===== src/logic/scm_defs.vh =====
`ifndef SCM_DEFS_VH
`define SCM_DEFS_VH

// ----------------------------------------------------------------
// Register addresses
// ----------------------------------------------------------------
`define SCM_ADDR_MODE 16'hFF60
`define SCM_ADDR_BUSCTL 16'hFF61
`define SCM_ADDR_CLKSEL 16'hFF43

// ----------------------------------------------------------------
// Reset values
// ----------------------------------------------------------------
`define SCM_RST_MODE 8'h00
`define SCM_RST_BUSCTL 8'h00
`define SCM_RST_CLKSEL 8'h88

// ----------------------------------------------------------------
// Mode register fields
// ----------------------------------------------------------------
`define SCM_MODE_ENABLE 7
`define SCM_MODE_MATCH 6
`define SCM_MODE_WAKEUP 5
`define SCM_MODE_SEL_HI 4
`define SCM_MODE_SEL_LO 3
`define SCM_MODE_LINE 2
`define SCM_MODE_CLK_HI 1
`define SCM_MODE_CLK_LO 0

// ----------------------------------------------------------------
// Bus control register fields
// ----------------------------------------------------------------
`define SCM_BUS_BUSY_EN 7
`define SCM_BUS_ACK_DET 6
`define SCM_BUS_ACK_AUTO 5
`define SCM_BUS_ACK_TRIG 4
`define SCM_BUS_CMD_DET 3
`define SCM_BUS_REL_DET 2
`define SCM_BUS_CMD_TRIG 1
`define SCM_BUS_REL_TRIG 0

// ----------------------------------------------------------------
// Clock divider selection codes
// ----------------------------------------------------------------
`define SCM_DIV_SEL_MIN 4'h6
`define SCM_DIV_SEL_MAX 4'hD
`define SCM_DIV_SEL_BIAS 4'h5

// ----------------------------------------------------------------
// Operating modes
// ----------------------------------------------------------------
`define SCM_OPMODE_3WIRE 2'h0
`define SCM_OPMODE_BUS 2'h2
`define SCM_OPMODE_2WIRE 2'h3

`endif


===== src/logic/scm_word_buffer.v =====
`timescale 1ns/1ps

module scm_word_buffer #(
  parameter WIDTH = 8
) (
  // Clock and reset
  input wire clock,
  input wire rst,
  // Filling side
  input wire inValid,
  input wire [WIDTH-1:0] inData,
  output reg inReady,
  // Draining side
  output reg outValid,
  output reg [WIDTH-1:0] outData,
  input wire outReady
);

  reg [WIDTH-1:0] tailData_reg;
  reg tailValid_reg;
  wire accept;
  wire pop;

  assign accept = inValid & inReady;
  assign pop = outValid & outReady;

  // ----------------------------------------------------------------
  // Head and tail storage.
  // ----------------------------------------------------------------
  always @(posedge clock or posedge rst) begin
    if (rst) begin
      outValid <= 1'b0;
      outData <= {WIDTH{1'b0}};
      tailData_reg <= {WIDTH{1'b0}};
      tailValid_reg <= 1'b0;
      inReady <= 1'b1;
    end else begin
      if (pop) begin
        if (tailValid_reg) begin
          outData <= tailData_reg;
          tailValid_reg <= 1'b0;
          inReady <= 1'b1;
        end else begin
          outValid <= accept;
          if (accept) begin
            outData <= inData;
          end
        end
      end else if (accept) begin
        if (!outValid) begin
          outValid <= 1'b1;
          outData <= inData;
        end else begin
          tailData_reg <= inData;
          tailValid_reg <= 1'b1;
          inReady <= 1'b0;
        end
      end
    end
  end

endmodule


===== src/logic/scm_serial_channel_mode_control.v =====
// Functional notes
// - Reset loads the mode register with zero.
// - All three registers accept single-bit writes and whole-byte writes.
// - Clock bit 1 low picks the pin; high picks timer or divider by bit 0.
// - Divided clock rate follows the low nibble of the clock select register.
// - Bus and 2-wire modes make the data line open-drain; 2-wire also the clock.
// - 3-wire transmit-only use frees the serial input pin as a port.
// - In bus and 2-wire modes the unused data pin stays a port pin.
// - Wake-up low raises the interrupt after every completed transfer.
// - Wake-up high in bus mode interrupts on a matching address after release and command detection, or on a bus release if release interrupt select is set.
// - Match flag is one when slave address equals shift data.
// - Match flag is read-only; writes to bit 6 are ignored.
// - Match flag is zero whenever the channel is disabled.
// - Enable low stops the channel; enable high lets it run.
// - Reset clears the bus control register.
// - Release trigger sets the output latch, then clears itself.
// - Release trigger is held at zero while the channel is disabled.
// - Command trigger clears the output latch, then clears itself.
// - In bus mode, a bus release seen on the bus sets the release detected flag.
// - A received address matching the slave address sets the match flag.
`timescale 1ns/1ps
`include "scm_defs.vh"

module scm_serial_channel_mode_control #(
  parameter WIDTH = 8
) (
  // Clock and reset
  input wire clock,
  input wire rst,
  // Register port
  input wire [15:0] regAddr,
  input wire regByteWrite,
  input wire regBitWrite,
  input wire [2:0] regBitIndex,
  input wire regBitValue,
  input wire [7:0] regWriteData,
  input wire regRead,
  output reg [7:0] regReadData,
  // Shift path and bus events
  input wire [WIDTH-1:0] serialShiftRegister,
  input wire [WIDTH-1:0] slaveAddressRegister,
  input wire releaseInterruptSelect,
  input wire transmitOnly,
  input wire transferStart,
  input wire transferDone,
  input wire addressReceived,
  input wire busReleaseSeen,
  input wire commandSeen,
  input wire ackSeen,
  // Clock sources
  input wire serialClockPinN,
  input wire eightBitTimerOutput,
  // Received words
  output wire shiftReady,
  output wire rxValid,
  output wire [WIDTH-1:0] rxData,
  input wire rxReady,
  // Channel state and pin roles
  output reg channelEnable,
  output reg [1:0] operatingMode,
  output reg serialClockTick,
  output reg serialOutLatch,
  output reg interruptRequest,
  output reg ackTriggerPulse,
  output reg busLineAOut,
  output reg busLineAOe,
  output reg busLineAOpenDrain,
  output reg busLineBOut,
  output reg busLineBOe,
  output reg busLineBOpenDrain,
  output reg clockPinOpenDrain,
  output reg serialInPortFree,
  output reg busLineAPortFree,
  output reg busLineBPortFree
);

  reg [7:0] mode_reg;
  reg [7:0] mode_next;
  reg [7:0] busCtl_reg;
  reg [7:0] busCtl_next;
  reg [7:0] clkSel_reg;
  reg [7:0] clkSel_next;
  reg addressMatch_reg;
  reg releaseTrig_reg;
  reg commandTrig_reg;
  reg releaseDet_reg;
  reg commandDet_reg;
  reg ackDet_reg;
  reg pinPrev_reg;
  reg [7:0] divCount_reg;
  reg [7:0] divMask;
  reg divTick;
  reg sourceTick;
  reg [7:0] writeMask;
  reg [7:0] writeValue;
  reg irqEvent;

  wire hitMode;
  wire hitBus;
  wire hitClk;
  wire anyWrite;
  wire enable;
  wire busMode;
  wire twoWireMode;
  wire threeWireMode;
  wire lineA;
  wire compareEqual;
  wire pinFall;

  assign anyWrite = regByteWrite | regBitWrite;
  assign hitMode = regAddr == `SCM_ADDR_MODE;
  assign hitBus = regAddr == `SCM_ADDR_BUSCTL;
  assign hitClk = regAddr == `SCM_ADDR_CLKSEL;
  assign enable = mode_reg[`SCM_MODE_ENABLE];
  assign busMode = mode_reg[`SCM_MODE_SEL_HI:`SCM_MODE_SEL_LO] == `SCM_OPMODE_BUS;
  assign twoWireMode = mode_reg[`SCM_MODE_SEL_HI:`SCM_MODE_SEL_LO] == `SCM_OPMODE_2WIRE;
  assign threeWireMode = ~mode_reg[`SCM_MODE_SEL_HI];
  assign lineA = mode_reg[`SCM_MODE_LINE];
  assign compareEqual = slaveAddressRegister == serialShiftRegister;
  assign pinFall = pinPrev_reg & ~serialClockPinN;

  // ----------------------------------------------------------------
  // Write mask and value for bit and byte accesses.
  // ----------------------------------------------------------------
  always @* begin
    if (regByteWrite) begin
      writeMask = 8'hFF;
      writeValue = regWriteData;
    end else if (regBitWrite) begin
      writeMask = 8'h01 << regBitIndex;
      writeValue = {8{regBitValue}};
    end else begin
      writeMask = 8'h00;
      writeValue = 8'h00;
    end
  end

  // ----------------------------------------------------------------
  // Next register contents.
  // ----------------------------------------------------------------
  always @* begin
    mode_next = mode_reg;
    busCtl_next = busCtl_reg;
    clkSel_next = clkSel_reg;
    if (anyWrite && hitMode) begin
      mode_next = (mode_reg & ~writeMask) | (writeValue & writeMask);
    end
    if (anyWrite && hitBus) begin
      busCtl_next = (busCtl_reg & ~writeMask) | (writeValue & writeMask);
    end
    if (anyWrite && hitClk) begin
      clkSel_next = (clkSel_reg & ~writeMask) | (writeValue & writeMask);
    end
    mode_next[`SCM_MODE_MATCH] = 1'b0;
  end

  // ----------------------------------------------------------------
  // Stored control registers.
  // ----------------------------------------------------------------
  always @(posedge clock or posedge rst) begin
    if (rst) begin
      mode_reg <= `SCM_RST_MODE;
      busCtl_reg <= `SCM_RST_BUSCTL;
      clkSel_reg <= `SCM_RST_CLKSEL;
    end else begin
      mode_reg <= mode_next;
      busCtl_reg <= busCtl_next;
      clkSel_reg <= clkSel_next;
    end
  end

  // ----------------------------------------------------------------
  // Trigger bits and serial output latch.
  // ----------------------------------------------------------------
  always @(posedge clock or posedge rst) begin
    if (rst) begin
      releaseTrig_reg <= 1'b0;
      commandTrig_reg <= 1'b0;
      serialOutLatch <= 1'b0;
      ackTriggerPulse <= 1'b0;
    end else begin
      ackTriggerPulse <= enable & anyWrite & hitBus & writeMask[`SCM_BUS_ACK_TRIG]
        & writeValue[`SCM_BUS_ACK_TRIG];
      if (!enable) begin
        releaseTrig_reg <= 1'b0;
        commandTrig_reg <= 1'b0;
      end else begin
        releaseTrig_reg <= anyWrite & hitBus & writeMask[`SCM_BUS_REL_TRIG]
          & writeValue[`SCM_BUS_REL_TRIG];
        commandTrig_reg <= anyWrite & hitBus & writeMask[`SCM_BUS_CMD_TRIG]
          & writeValue[`SCM_BUS_CMD_TRIG];
      end
      if (releaseTrig_reg) begin
        serialOutLatch <= 1'b1;
      end else if (commandTrig_reg) begin
        serialOutLatch <= 1'b0;
      end else if (enable && busMode && transferDone) begin
        serialOutLatch <= 1'b1;
      end
    end
  end

  // ----------------------------------------------------------------
  // Detection flags and address comparison.
  // ----------------------------------------------------------------
  always @(posedge clock or posedge rst) begin
    if (rst) begin
      releaseDet_reg <= 1'b0;
      commandDet_reg <= 1'b0;
      ackDet_reg <= 1'b0;
      addressMatch_reg <= 1'b0;
    end else if (!enable) begin
      releaseDet_reg <= 1'b0;
      commandDet_reg <= 1'b0;
      ackDet_reg <= 1'b0;
      addressMatch_reg <= 1'b0;
    end else begin
      if (busMode && busReleaseSeen) begin
        releaseDet_reg <= 1'b1;
      end else if (transferStart || (addressReceived && !compareEqual)) begin
        releaseDet_reg <= 1'b0;
      end
      if (busMode && commandSeen) begin
        commandDet_reg <= 1'b1;
      end else if (transferStart || busReleaseSeen) begin
        commandDet_reg <= 1'b0;
      end
      if (busMode && ackSeen) begin
        ackDet_reg <= 1'b1;
      end else if (transferStart) begin
        ackDet_reg <= 1'b0;
      end
      addressMatch_reg <= compareEqual;
    end
  end

  // ----------------------------------------------------------------
  // Interrupt request generation.
  // ----------------------------------------------------------------
  always @* begin
    if (mode_reg[`SCM_MODE_WAKEUP] && busMode) begin
      irqEvent = (addressReceived & compareEqual & releaseDet_reg & commandDet_reg)
        | (releaseInterruptSelect & busReleaseSeen);
    end else begin
      irqEvent = transferDone;
    end
  end

  always @(posedge clock or posedge rst) begin
    if (rst) begin
      interruptRequest <= 1'b0;
    end else begin
      interruptRequest <= enable & irqEvent;
    end
  end

  // ----------------------------------------------------------------
  // Serial clock source selection.
  // ----------------------------------------------------------------
  always @* begin
    divMask = 8'h00;
    divTick = 1'b0;
    if (clkSel_reg[3:0] >= `SCM_DIV_SEL_MIN && clkSel_reg[3:0] <= `SCM_DIV_SEL_MAX) begin
      divMask = ~(8'hFF << (clkSel_reg[3:0] - `SCM_DIV_SEL_BIAS));
      divTick = (divCount_reg & divMask) == divMask;
    end
    if (!mode_reg[`SCM_MODE_CLK_HI]) begin
      sourceTick = pinFall;
    end else if (!mode_reg[`SCM_MODE_CLK_LO]) begin
      sourceTick = eightBitTimerOutput;
    end else begin
      sourceTick = divTick;
    end
  end

  always @(posedge clock or posedge rst) begin
    if (rst) begin
      pinPrev_reg <= 1'b1;
      divCount_reg <= 8'h00;
      serialClockTick <= 1'b0;
    end else begin
      pinPrev_reg <= serialClockPinN;
      if (!enable) begin
        divCount_reg <= 8'h00;
      end else begin
        divCount_reg <= divCount_reg + 8'h01;
      end
      serialClockTick <= enable & sourceTick;
    end
  end

  // ----------------------------------------------------------------
  // Pin roles per operating mode.
  // ----------------------------------------------------------------
  always @(posedge clock or posedge rst) begin
    if (rst) begin
      channelEnable <= 1'b0;
      operatingMode <= `SCM_OPMODE_3WIRE;
      busLineAOut <= 1'b0;
      busLineAOe <= 1'b0;
      busLineAOpenDrain <= 1'b0;
      busLineBOut <= 1'b0;
      busLineBOe <= 1'b0;
      busLineBOpenDrain <= 1'b0;
      clockPinOpenDrain <= 1'b0;
      serialInPortFree <= 1'b1;
      busLineAPortFree <= 1'b1;
      busLineBPortFree <= 1'b1;
    end else begin
      channelEnable <= enable;
      operatingMode <= mode_reg[`SCM_MODE_SEL_HI:`SCM_MODE_SEL_LO];
      busLineAOut <= 1'b0;
      busLineBOut <= serialOutLatch;
      busLineAOe <= 1'b0;
      busLineBOe <= 1'b0;
      busLineAOpenDrain <= 1'b0;
      busLineBOpenDrain <= 1'b0;
      clockPinOpenDrain <= enable & twoWireMode;
      serialInPortFree <= ~enable | ~threeWireMode | transmitOnly;
      busLineAPortFree <= ~enable;
      busLineBPortFree <= ~enable;
      if (enable && threeWireMode) begin
        busLineBOe <= 1'b1;
      end else if (enable) begin
        if (lineA) begin
          busLineAOpenDrain <= 1'b1;
          busLineAOe <= ~serialOutLatch;
          busLineBPortFree <= 1'b1;
        end else begin
          busLineBOpenDrain <= 1'b1;
          busLineBOut <= 1'b0;
          busLineBOe <= ~serialOutLatch;
          busLineAPortFree <= 1'b1;
        end
      end
    end
  end

  // ----------------------------------------------------------------
  // Register read-back.
  // ----------------------------------------------------------------
  always @(posedge clock or posedge rst) begin
    if (rst) begin
      regReadData <= 8'h00;
    end else if (regRead) begin
      if (hitMode) begin
        regReadData <= {mode_reg[7], addressMatch_reg, mode_reg[5:0]};
      end else if (hitBus) begin
        regReadData <= {busCtl_reg[`SCM_BUS_BUSY_EN], ackDet_reg,
          busCtl_reg[`SCM_BUS_ACK_AUTO], 1'b0, commandDet_reg, releaseDet_reg,
          commandTrig_reg, releaseTrig_reg};
      end else if (hitClk) begin
        regReadData <= clkSel_reg;
      end else begin
        regReadData <= 8'h00;
      end
    end
  end

  // ----------------------------------------------------------------
  // Received word buffer.
  // ----------------------------------------------------------------
  scm_word_buffer #(
    .WIDTH(WIDTH)
  ) rxBuffer (
    .clock(clock),
    .rst(rst),
    .inValid(enable & transferDone),
    .inData(serialShiftRegister),
    .inReady(shiftReady),
    .outValid(rxValid),
    .outData(rxData),
    .outReady(rxReady)
  );

endmodule


===== config.mk =====
export PLATFORM = sky130hd
export DESIGN_NAME = scm_serial_channel_mode_control
export DESIGN_NICKNAME = d
export VERILOG_FILES = /design/src/logic/scm_word_buffer.v /design/src/logic/scm_serial_channel_mode_control.v
export VERILOG_INCLUDE_DIRS = /design/src /design/src/logic
export SDC_FILE = /design/constraint.sdc
export NUM_CORES = 1
export LEC_CHECK = 0
export BUFFER_PORTS_ARGS = -buffer_cell sky130_fd_sc_hd__buf_2
export CORE_MARGIN = 3
export CORE_UTILIZATION = 40
export DETAILED_ROUTE_END_ITERATION = 8
export GPL_TIMING_DRIVEN = 1
export SLEW_MARGIN = 20
export SYNTH_ARGS = -nofsm -noshare
export SYNTH_HDL_FRONTEND = slang
export SYNTH_HIERARCHICAL = 1
export SYNTH_SLANG_ARGS = --single-unit

===== constraint.sdc =====
create_clock -name clock -period 4.9 [get_ports clock]
set_input_delay 0.98 -clock clock [delete_from_list [all_inputs] [get_ports clock]]
set_output_delay 0.98 -clock clock [all_outputs]
set_load 0.02 [all_outputs]

==> results of run 1 <==
==> metal layers <==
layer  vias to the layer above  GRT usage, %
li1                       1476             -
met1                      1454          24.8
met2                       100          28.1
met3                         7          4.49
met4                         0          6.08
met5                         -             0
==> Yosys cell counts (3+ instances only) <==
| cell type | count | area (sq um) |
|---|---|---|
| clkbuf_1 | 9 | 33.8 |
| xnor2_1 | 12 | 105 |
| nand2b_1 | 3 | 18.8 |
| dfstp_2 | 7 | 184 |
| ha_1 | 5 | 62.6 |
| nand3_1 | 8 | 40.0 |
| o2bb2ai_1 | 4 | 35.0 |
| a31oi_1 | 6 | 37.5 |
| nor2b_1 | 13 | 81.3 |
| a21oi_1 | 12 | 60.1 |
| nor2_1 | 20 | 75.1 |
| mux2_2 | 21 | 236 |
| a2bb2oi_1 | 4 | 35.0 |
| inv_1 | 18 | 67.6 |
| dfrtp_1 | 68 | 1700 |
| o31ai_1 | 6 | 45.0 |
| and2_1 | 17 | 106 |
| and3_1 | 5 | 31.3 |
| nor3b_1 | 3 | 22.5 |
| a222oi_1 | 4 | 40.0 |
| o21ai_0 | 31 | 155 |
| nand4_1 | 11 | 68.8 |
| nand2_1 | 27 | 101 |
| o22ai_1 | 4 | 25.0 |
==> cell type report <==
cell class | count | area (sq um) | area share (%)
Sequential cell | 75 | 1890 | 41.8
Multi-Input combinational cell | 256 | 1760 | 39.0
Timing Repair Buffer | 94 | 473 | 10.5
Tap cell | 108 | 135 | 3.00
Clock buffer | 10 | 128 | 2.83
Inverter | 18 | 67.6 | 1.50
Clock inverter | 6 | 65.1 | 1.44
==> cell families after synthesis <==
logic type	count (synthesis)	share of synthesized area, %
AO/OA/AOI/OAI	91	16.3
XOR/XNOR	13	3.01
adder cells (fa/ha/maj)	5	1.66
buffers and inverters	31	3.61
flip-flops	75	49.9
multiplexers	23	6.82
other	1	0.0992
AND/OR/NAND/NOR	123	18.7
==> worst paths after layout <==
path / from / to / slack [ns]
max: regAddr[0] / register / 2.38
min: commandTrig_reg / serialOutLatch / 0.47
max reg2reg: register / rxBuffer/outData[3] / 2.65
min reg2reg: commandTrig_reg / serialOutLatch / 0.47
max in group asynchronous: rst / asynchronous set/reset pin / 3.48
min in group asynchronous: rst / asynchronous set/reset pin / 0.58
==> worst max-delay path, cell delays in order <==
cell and delay, ns:
buf_2 0.12, nor3b_1 0.66, and2b_1 0.27, o211ai_2 0.20, nor2_1 0.18, mux2_2 0.34
==> placed cells by master, fill, tap and decap left out, types with 8 or more instances in the layout <==
cell type	netlist	routed
inv_1	18	17
o21ai_0	31	31
dfrtp_1	68	68
nor2b_1	13	13
xnor2_1	12	12
nor2_1	20	20
buf_2	1	93
nand2_1	27	27
mux2_2	21	21
clkbuf_8	0	9
a21oi_1	12	12
nand4_1	11	11
nand3_1	8	8
and2_1	17	17
==> report_power, final <==
part | switching, mW | internal (mW)
clock | 0.227 | 0.236
sequential | 0.00156 | 0.622
combinational | 0.0566 | 0.0351
==> summary.md, run 1 <==
| Metric | Value |
|---|---|
| Tcrit/Tclk final | 51.4% |
| H-tree levels | 3 |
| Hold path cells | 1 |
| Pre-CTS WS | 2.09 ns |
| CP arrival | 2.75 ns |
| Die height | 103 um |
| Worst hold-check path type | register to register |
| LEAKAGE | 2.19 nW |
| Post-synthesis cell type count | 58 |
| Post-synth ARST share | 100% |
| CTS resizes | 0 |
| Final ANT Viol Nets | 0 |
| TritonCTS clock tree | yes |
| Final core utilization | 50.5% |
| Vias | 3037 |
| Synth warn | 6 |
| Area Growth Syn to Fin | 19.4% |
| DRT Pass-1 Iters | 5 |
| Final total power | 1.18 mW |
| Final worst slack | 2.38 ns |
| Initial DRC count | 186 |
| DP Area | 4320 sq um |
| Fin Setup TNS | 0 ns |
| Worst-Margin Slew | 0.872 ns |
| Minimum clock period | 2.52 ns |
| #FFs+latches synth | 75 |
| Drt wl/cell | 16.0 um |
| Core area | 8930 sq um |
| Largest net degree at the start of global routing | 44 |
| ANT cells | 0 |
| Clk slew on worst S/H paths | 0.08 ns |
| Final Hold Vio Count | 0 |
| # setup viols final | 0 |
| Met1 WL | 4070 um |
| Wire length on met2 | 4340 um |
| Global placer's final weighted congestion | 0.863 |
| Drt drc | 0 |
| Register area share after synthesis | 49.9% |
| CP Max Fanout | 9 |
| Chip width | 103 um |
| Syn nets | 427 |
| Post-CTS Setup Inserts | 0 |
| Number of vias per cell | 5.36 |
| Highest routing layer actually used | met4 |
| Slew Viols, Final | 0 |
| Fill count | 841 |
| Final instance area | 4510 sq um |
| Min Hold Slack | 0.467 ns |
| GRT Residual Overflow | 0 |
| Rel. slew slack | 41.9% |
| Vias in the first global route | 2993 |
| Power density cells | 261 nW/um^2 |
| WL met3 | 549 um |
| Post-route insts no fill | 567 |
| Die area | 10700 sq um |
| IO Pins | 95 |
| Status | completed |
| Reg2Reg Depth | 4 |
| Layout Skew | 0.00586 ns |
| # nets final | 519 |
| Starting density of the core | 42.3% |
| Clock Path Buffers | 2 |
| Initial antenna violation count | 0 |
| Max frequency | 0.397 GHz |
| Post-synth EDFFs | 0 |
| Mapped cell area | 3780 sq um |
| Post-DP HPWL | 6850 um |
| Setup CP Type | input pin to register |
| CTS root buffer | clkbuf_8 |
| RSZ-0062 raised after global routing | no |
| Syn Area/Cell | 10.4 sq um |
| Ys flop type | dfrtp_1 |
| Critical Path Start Type | input pin |
| Gate count of the mapped netlist | 362 |
| TritonCTS Buffers | 9 |
| Global-route wire length before repair | 14900 um |
| Req. time, crit path | 5.13 ns |
| Worst VDD drop | 0.162 mV |
| Share of cells above drive strength 1 | 32.7% |
| Clk Latency, worst-skew pair | 0.34 ns |
| Placed cells | 551 |
| GRT Overall Usage | 18.1% |
| Max Cap Viol | 0 |
| CTS Hold Bufs | 0 |
| Worst setup EP type | register |
| Num rows | 34 |
| I/O Buffers | 93 |
| Final wirelength | 9060 um |
| Sink Count | 75 |
Power figures use the tool's default switching activity.
==> run 2: changes to the inputs <==
PLACE_DENSITY = 0.65   (was default)
clock period = 2.28 ns   (was 4.9 ns; I/O delays follow)
==> summary.md, run 2 (synthesized netlist as in run 1, its figures left out) <==
| Metric | Value |
|---|---|
| Status | completed |
| Req. time, crit path | 2.52 ns |
| Reg2Reg Depth | 7 |
| Drt drc | 0 |
| CP most frequent cell | o31ai_1 |
| Combinational share of power | 7.6% |
| Crit-path slowest cell | dfrtp_1 |
| Critical path, cell by cell | inv_1 > ha_1 > nand2b_1 > o31ai_1 > a21o_1 > a21oi_1 > o31ai_1 |
| Starting density of the core | 42.3% |
| Largest net degree at the start of global routing | 34 |
| Seq pwr share | 50.5% |
| Power density cells | 579 nW/um^2 |
| CTS resizes | 0 |
| CTS Hold Bufs | 0 |
| TritonCTS Buffers | 9 |
| Worst VDD drop | 0.310 mV |
| Pre-CTS WS | 0.160 ns |
| Psw | 614 uW |
| Clk Latency, worst-skew pair | 0.34 ns |
| Sink Count | 75 |
| Commonest non-fill, non-tap cell in the layout | buf_2 |
| Max frequency | 0.532 GHz |
| Slew Viols, Final | 0 |
| I/O Buffers | 93 |
| # setup viols final | 0 |
| Final Hold Vio Count | 0 |
| Most frequent cells in the layout | buf_2 (93), dfrtp_1 (68), o21ai_0 (31), nand2_1 (27), mux2_2 (21) |
| RR Endpoint | serialClockTick |
| Clk slew on worst S/H paths | 0.07 ns |
| Vias in the first global route | 3050 |
| Post-CTS Setup Inserts | 0 |
| GRT Overall Usage | 17.7% |
| TritonCTS clock tree | yes |
| Flop2flop setup slack | 0.40 ns |
| Max Cap Viol | 0 |
| GRT Residual Overflow | 0 |
| CTS root buffer | clkbuf_8 |
| Post-DP HPWL | 6990 um |
| Num rows | 34 |
| H-tree levels | 3 |
| Kind of cell adding the most delay to the critical path | compound AO/OA/AOI/OAI gates |
| Post-route insts no fill | 572 |
| Clock share of power | 41.9% |
| Global placer's final weighted congestion | 0.868 |
| Initial antenna violation count | 0 |
| Rel. slew slack | 50.8% |
| Worst setup EP type | register |
| # nets final | 524 |
| Final total power | 2.66 mW |
| IO Pins | 95 |
| Tcrit/Tclk final | 82.4% |
| CP arrival | 2.12 ns |
| Global-route wire length before repair | 14600 um |
| RSZ-0062 raised after global routing | no |
| Layout Skew | 0.00638 ns |
| Die height | 103 um |
| Worst path bufs/invs | 1 |
| Minimum clock period | 1.88 ns |
| Worst hold-check path type | input pin to asynchronous set/reset pin |
| Cell-internal power | 2.04 mW |
| Clock Path Buffers | 2 |
| Crit-path max cell delay | 0.49 ns |
| Final worst slack | 0.401 ns |
| Core area | 8930 sq um |
| Fin Setup TNS | 0 ns |
| Placed cells | 556 |
| Area Growth Syn to Fin | 21.5% |
| CP Max Fanout | 7 |
| Die area | 10700 sq um |
| Worst-Margin Slew | 0.737 ns |
| Share of cells above drive strength 1 | 33.6% |
| Final core utilization | 51.4% |
| Number of vias per cell | 5.45 |
| Drt wl/cell | 16.1 um |
| Sw Share | 23.1% |
| Final ANT Viol Nets | 0 |
| Setup CP Type | register to register |
| Initial DRC count | 219 |
| Chip width | 103 um |
| DRT Pass-1 Iters | 7 |
| ANT cells | 0 |
| Final wirelength | 9210 um |
| Critical Path Start Type | register |
| Vias | 3118 |
| LEAKAGE | 2.24 nW |
==> run 2: cell types whose count changed in the layout (fill, tap and decap cells not counted) <==
cell | previous run | this run
buf_4 | 1 | 5
clkbuf_8 | 9 | 13
buf_12 | 0 | 1
clkbuf_1 | 1 | 0
clkinv_2 | 2 | 1
clkinvlp_4 | 1 | 0
inv_6 | 1 | 0
==> run 2: how the worst max path moves through the flow <==
stage	start	to	slack [ns]	cells after the start
floorplan	regAddr[4]	register	0.37	6
global placement	regAddr[4]	register	0.21	6
detailed placement	regAddr[4]	register	0.16	6
CTS	register	serialClockTick	0.42	7
global route	register	serialClockTick	0.26	7
finish	register	serialClockTick	0.40	7
==> run 2: power groups by stage <==
stage	Sequential (mW)	Clock [mW]	Combinational, mW
6_report	1.34	1.11	0.203
3_3_place_gp	1.37	0	0.202
4_1_cts	1.34	1.14	0.205
5_1_grt	1.34	1.20	0.227
2_1_floorplan	1.37	0	0.0996
3_5_place_dp	1.37	0	0.205
==> run 2: stage by stage <==
step | cell area (sq um) | hold slack [ns]
2_1_floorplan | 3780 | 0.352
3_3_place_gp | 4370 | 0.468
3_5_place_dp | 4370 | 0.469
4_1_cts | 4590 | 0.189
5_1_grt | 4590 | 0.209
6_report | 4590 | 0.182
==> run 2: worst register-to-register path, stage by stage, from the launching register on <==
cell	delay, ns
dfrtp_1	0.49
inv_1	0.14
ha_1	0.25
nand2b_1	0.19
o31ai_1	0.27
a21o_1	0.16
a21oi_1	0.07
o31ai_1	0.20
==> run 2: layer usage <==
metal	GRT usage, %	routed length, um	part of all wire (%)	up-vias
li1	-	-	-	1490
met1	23.6	4150	45	1525
met2	28.1	4380	48	84
met3	3.09	413	4.5	19
met4	8.47	263	2.9	0
met5	0	0	0	-
==> run 2: layout make-up <==
| class | count | area (sq um) |
|---|---|---|
| Fill cell | 848 | 4340 |
| Sequential cell | 75 | 1890 |
| Multi-Input combinational cell | 256 | 1760 |
| Timing Repair Buffer | 99 | 523 |
| Clock buffer | 13 | 179 |
| Tap cell | 108 | 135 |
| Inverter | 18 | 67.6 |
| Clock inverter | 3 | 43.8 |
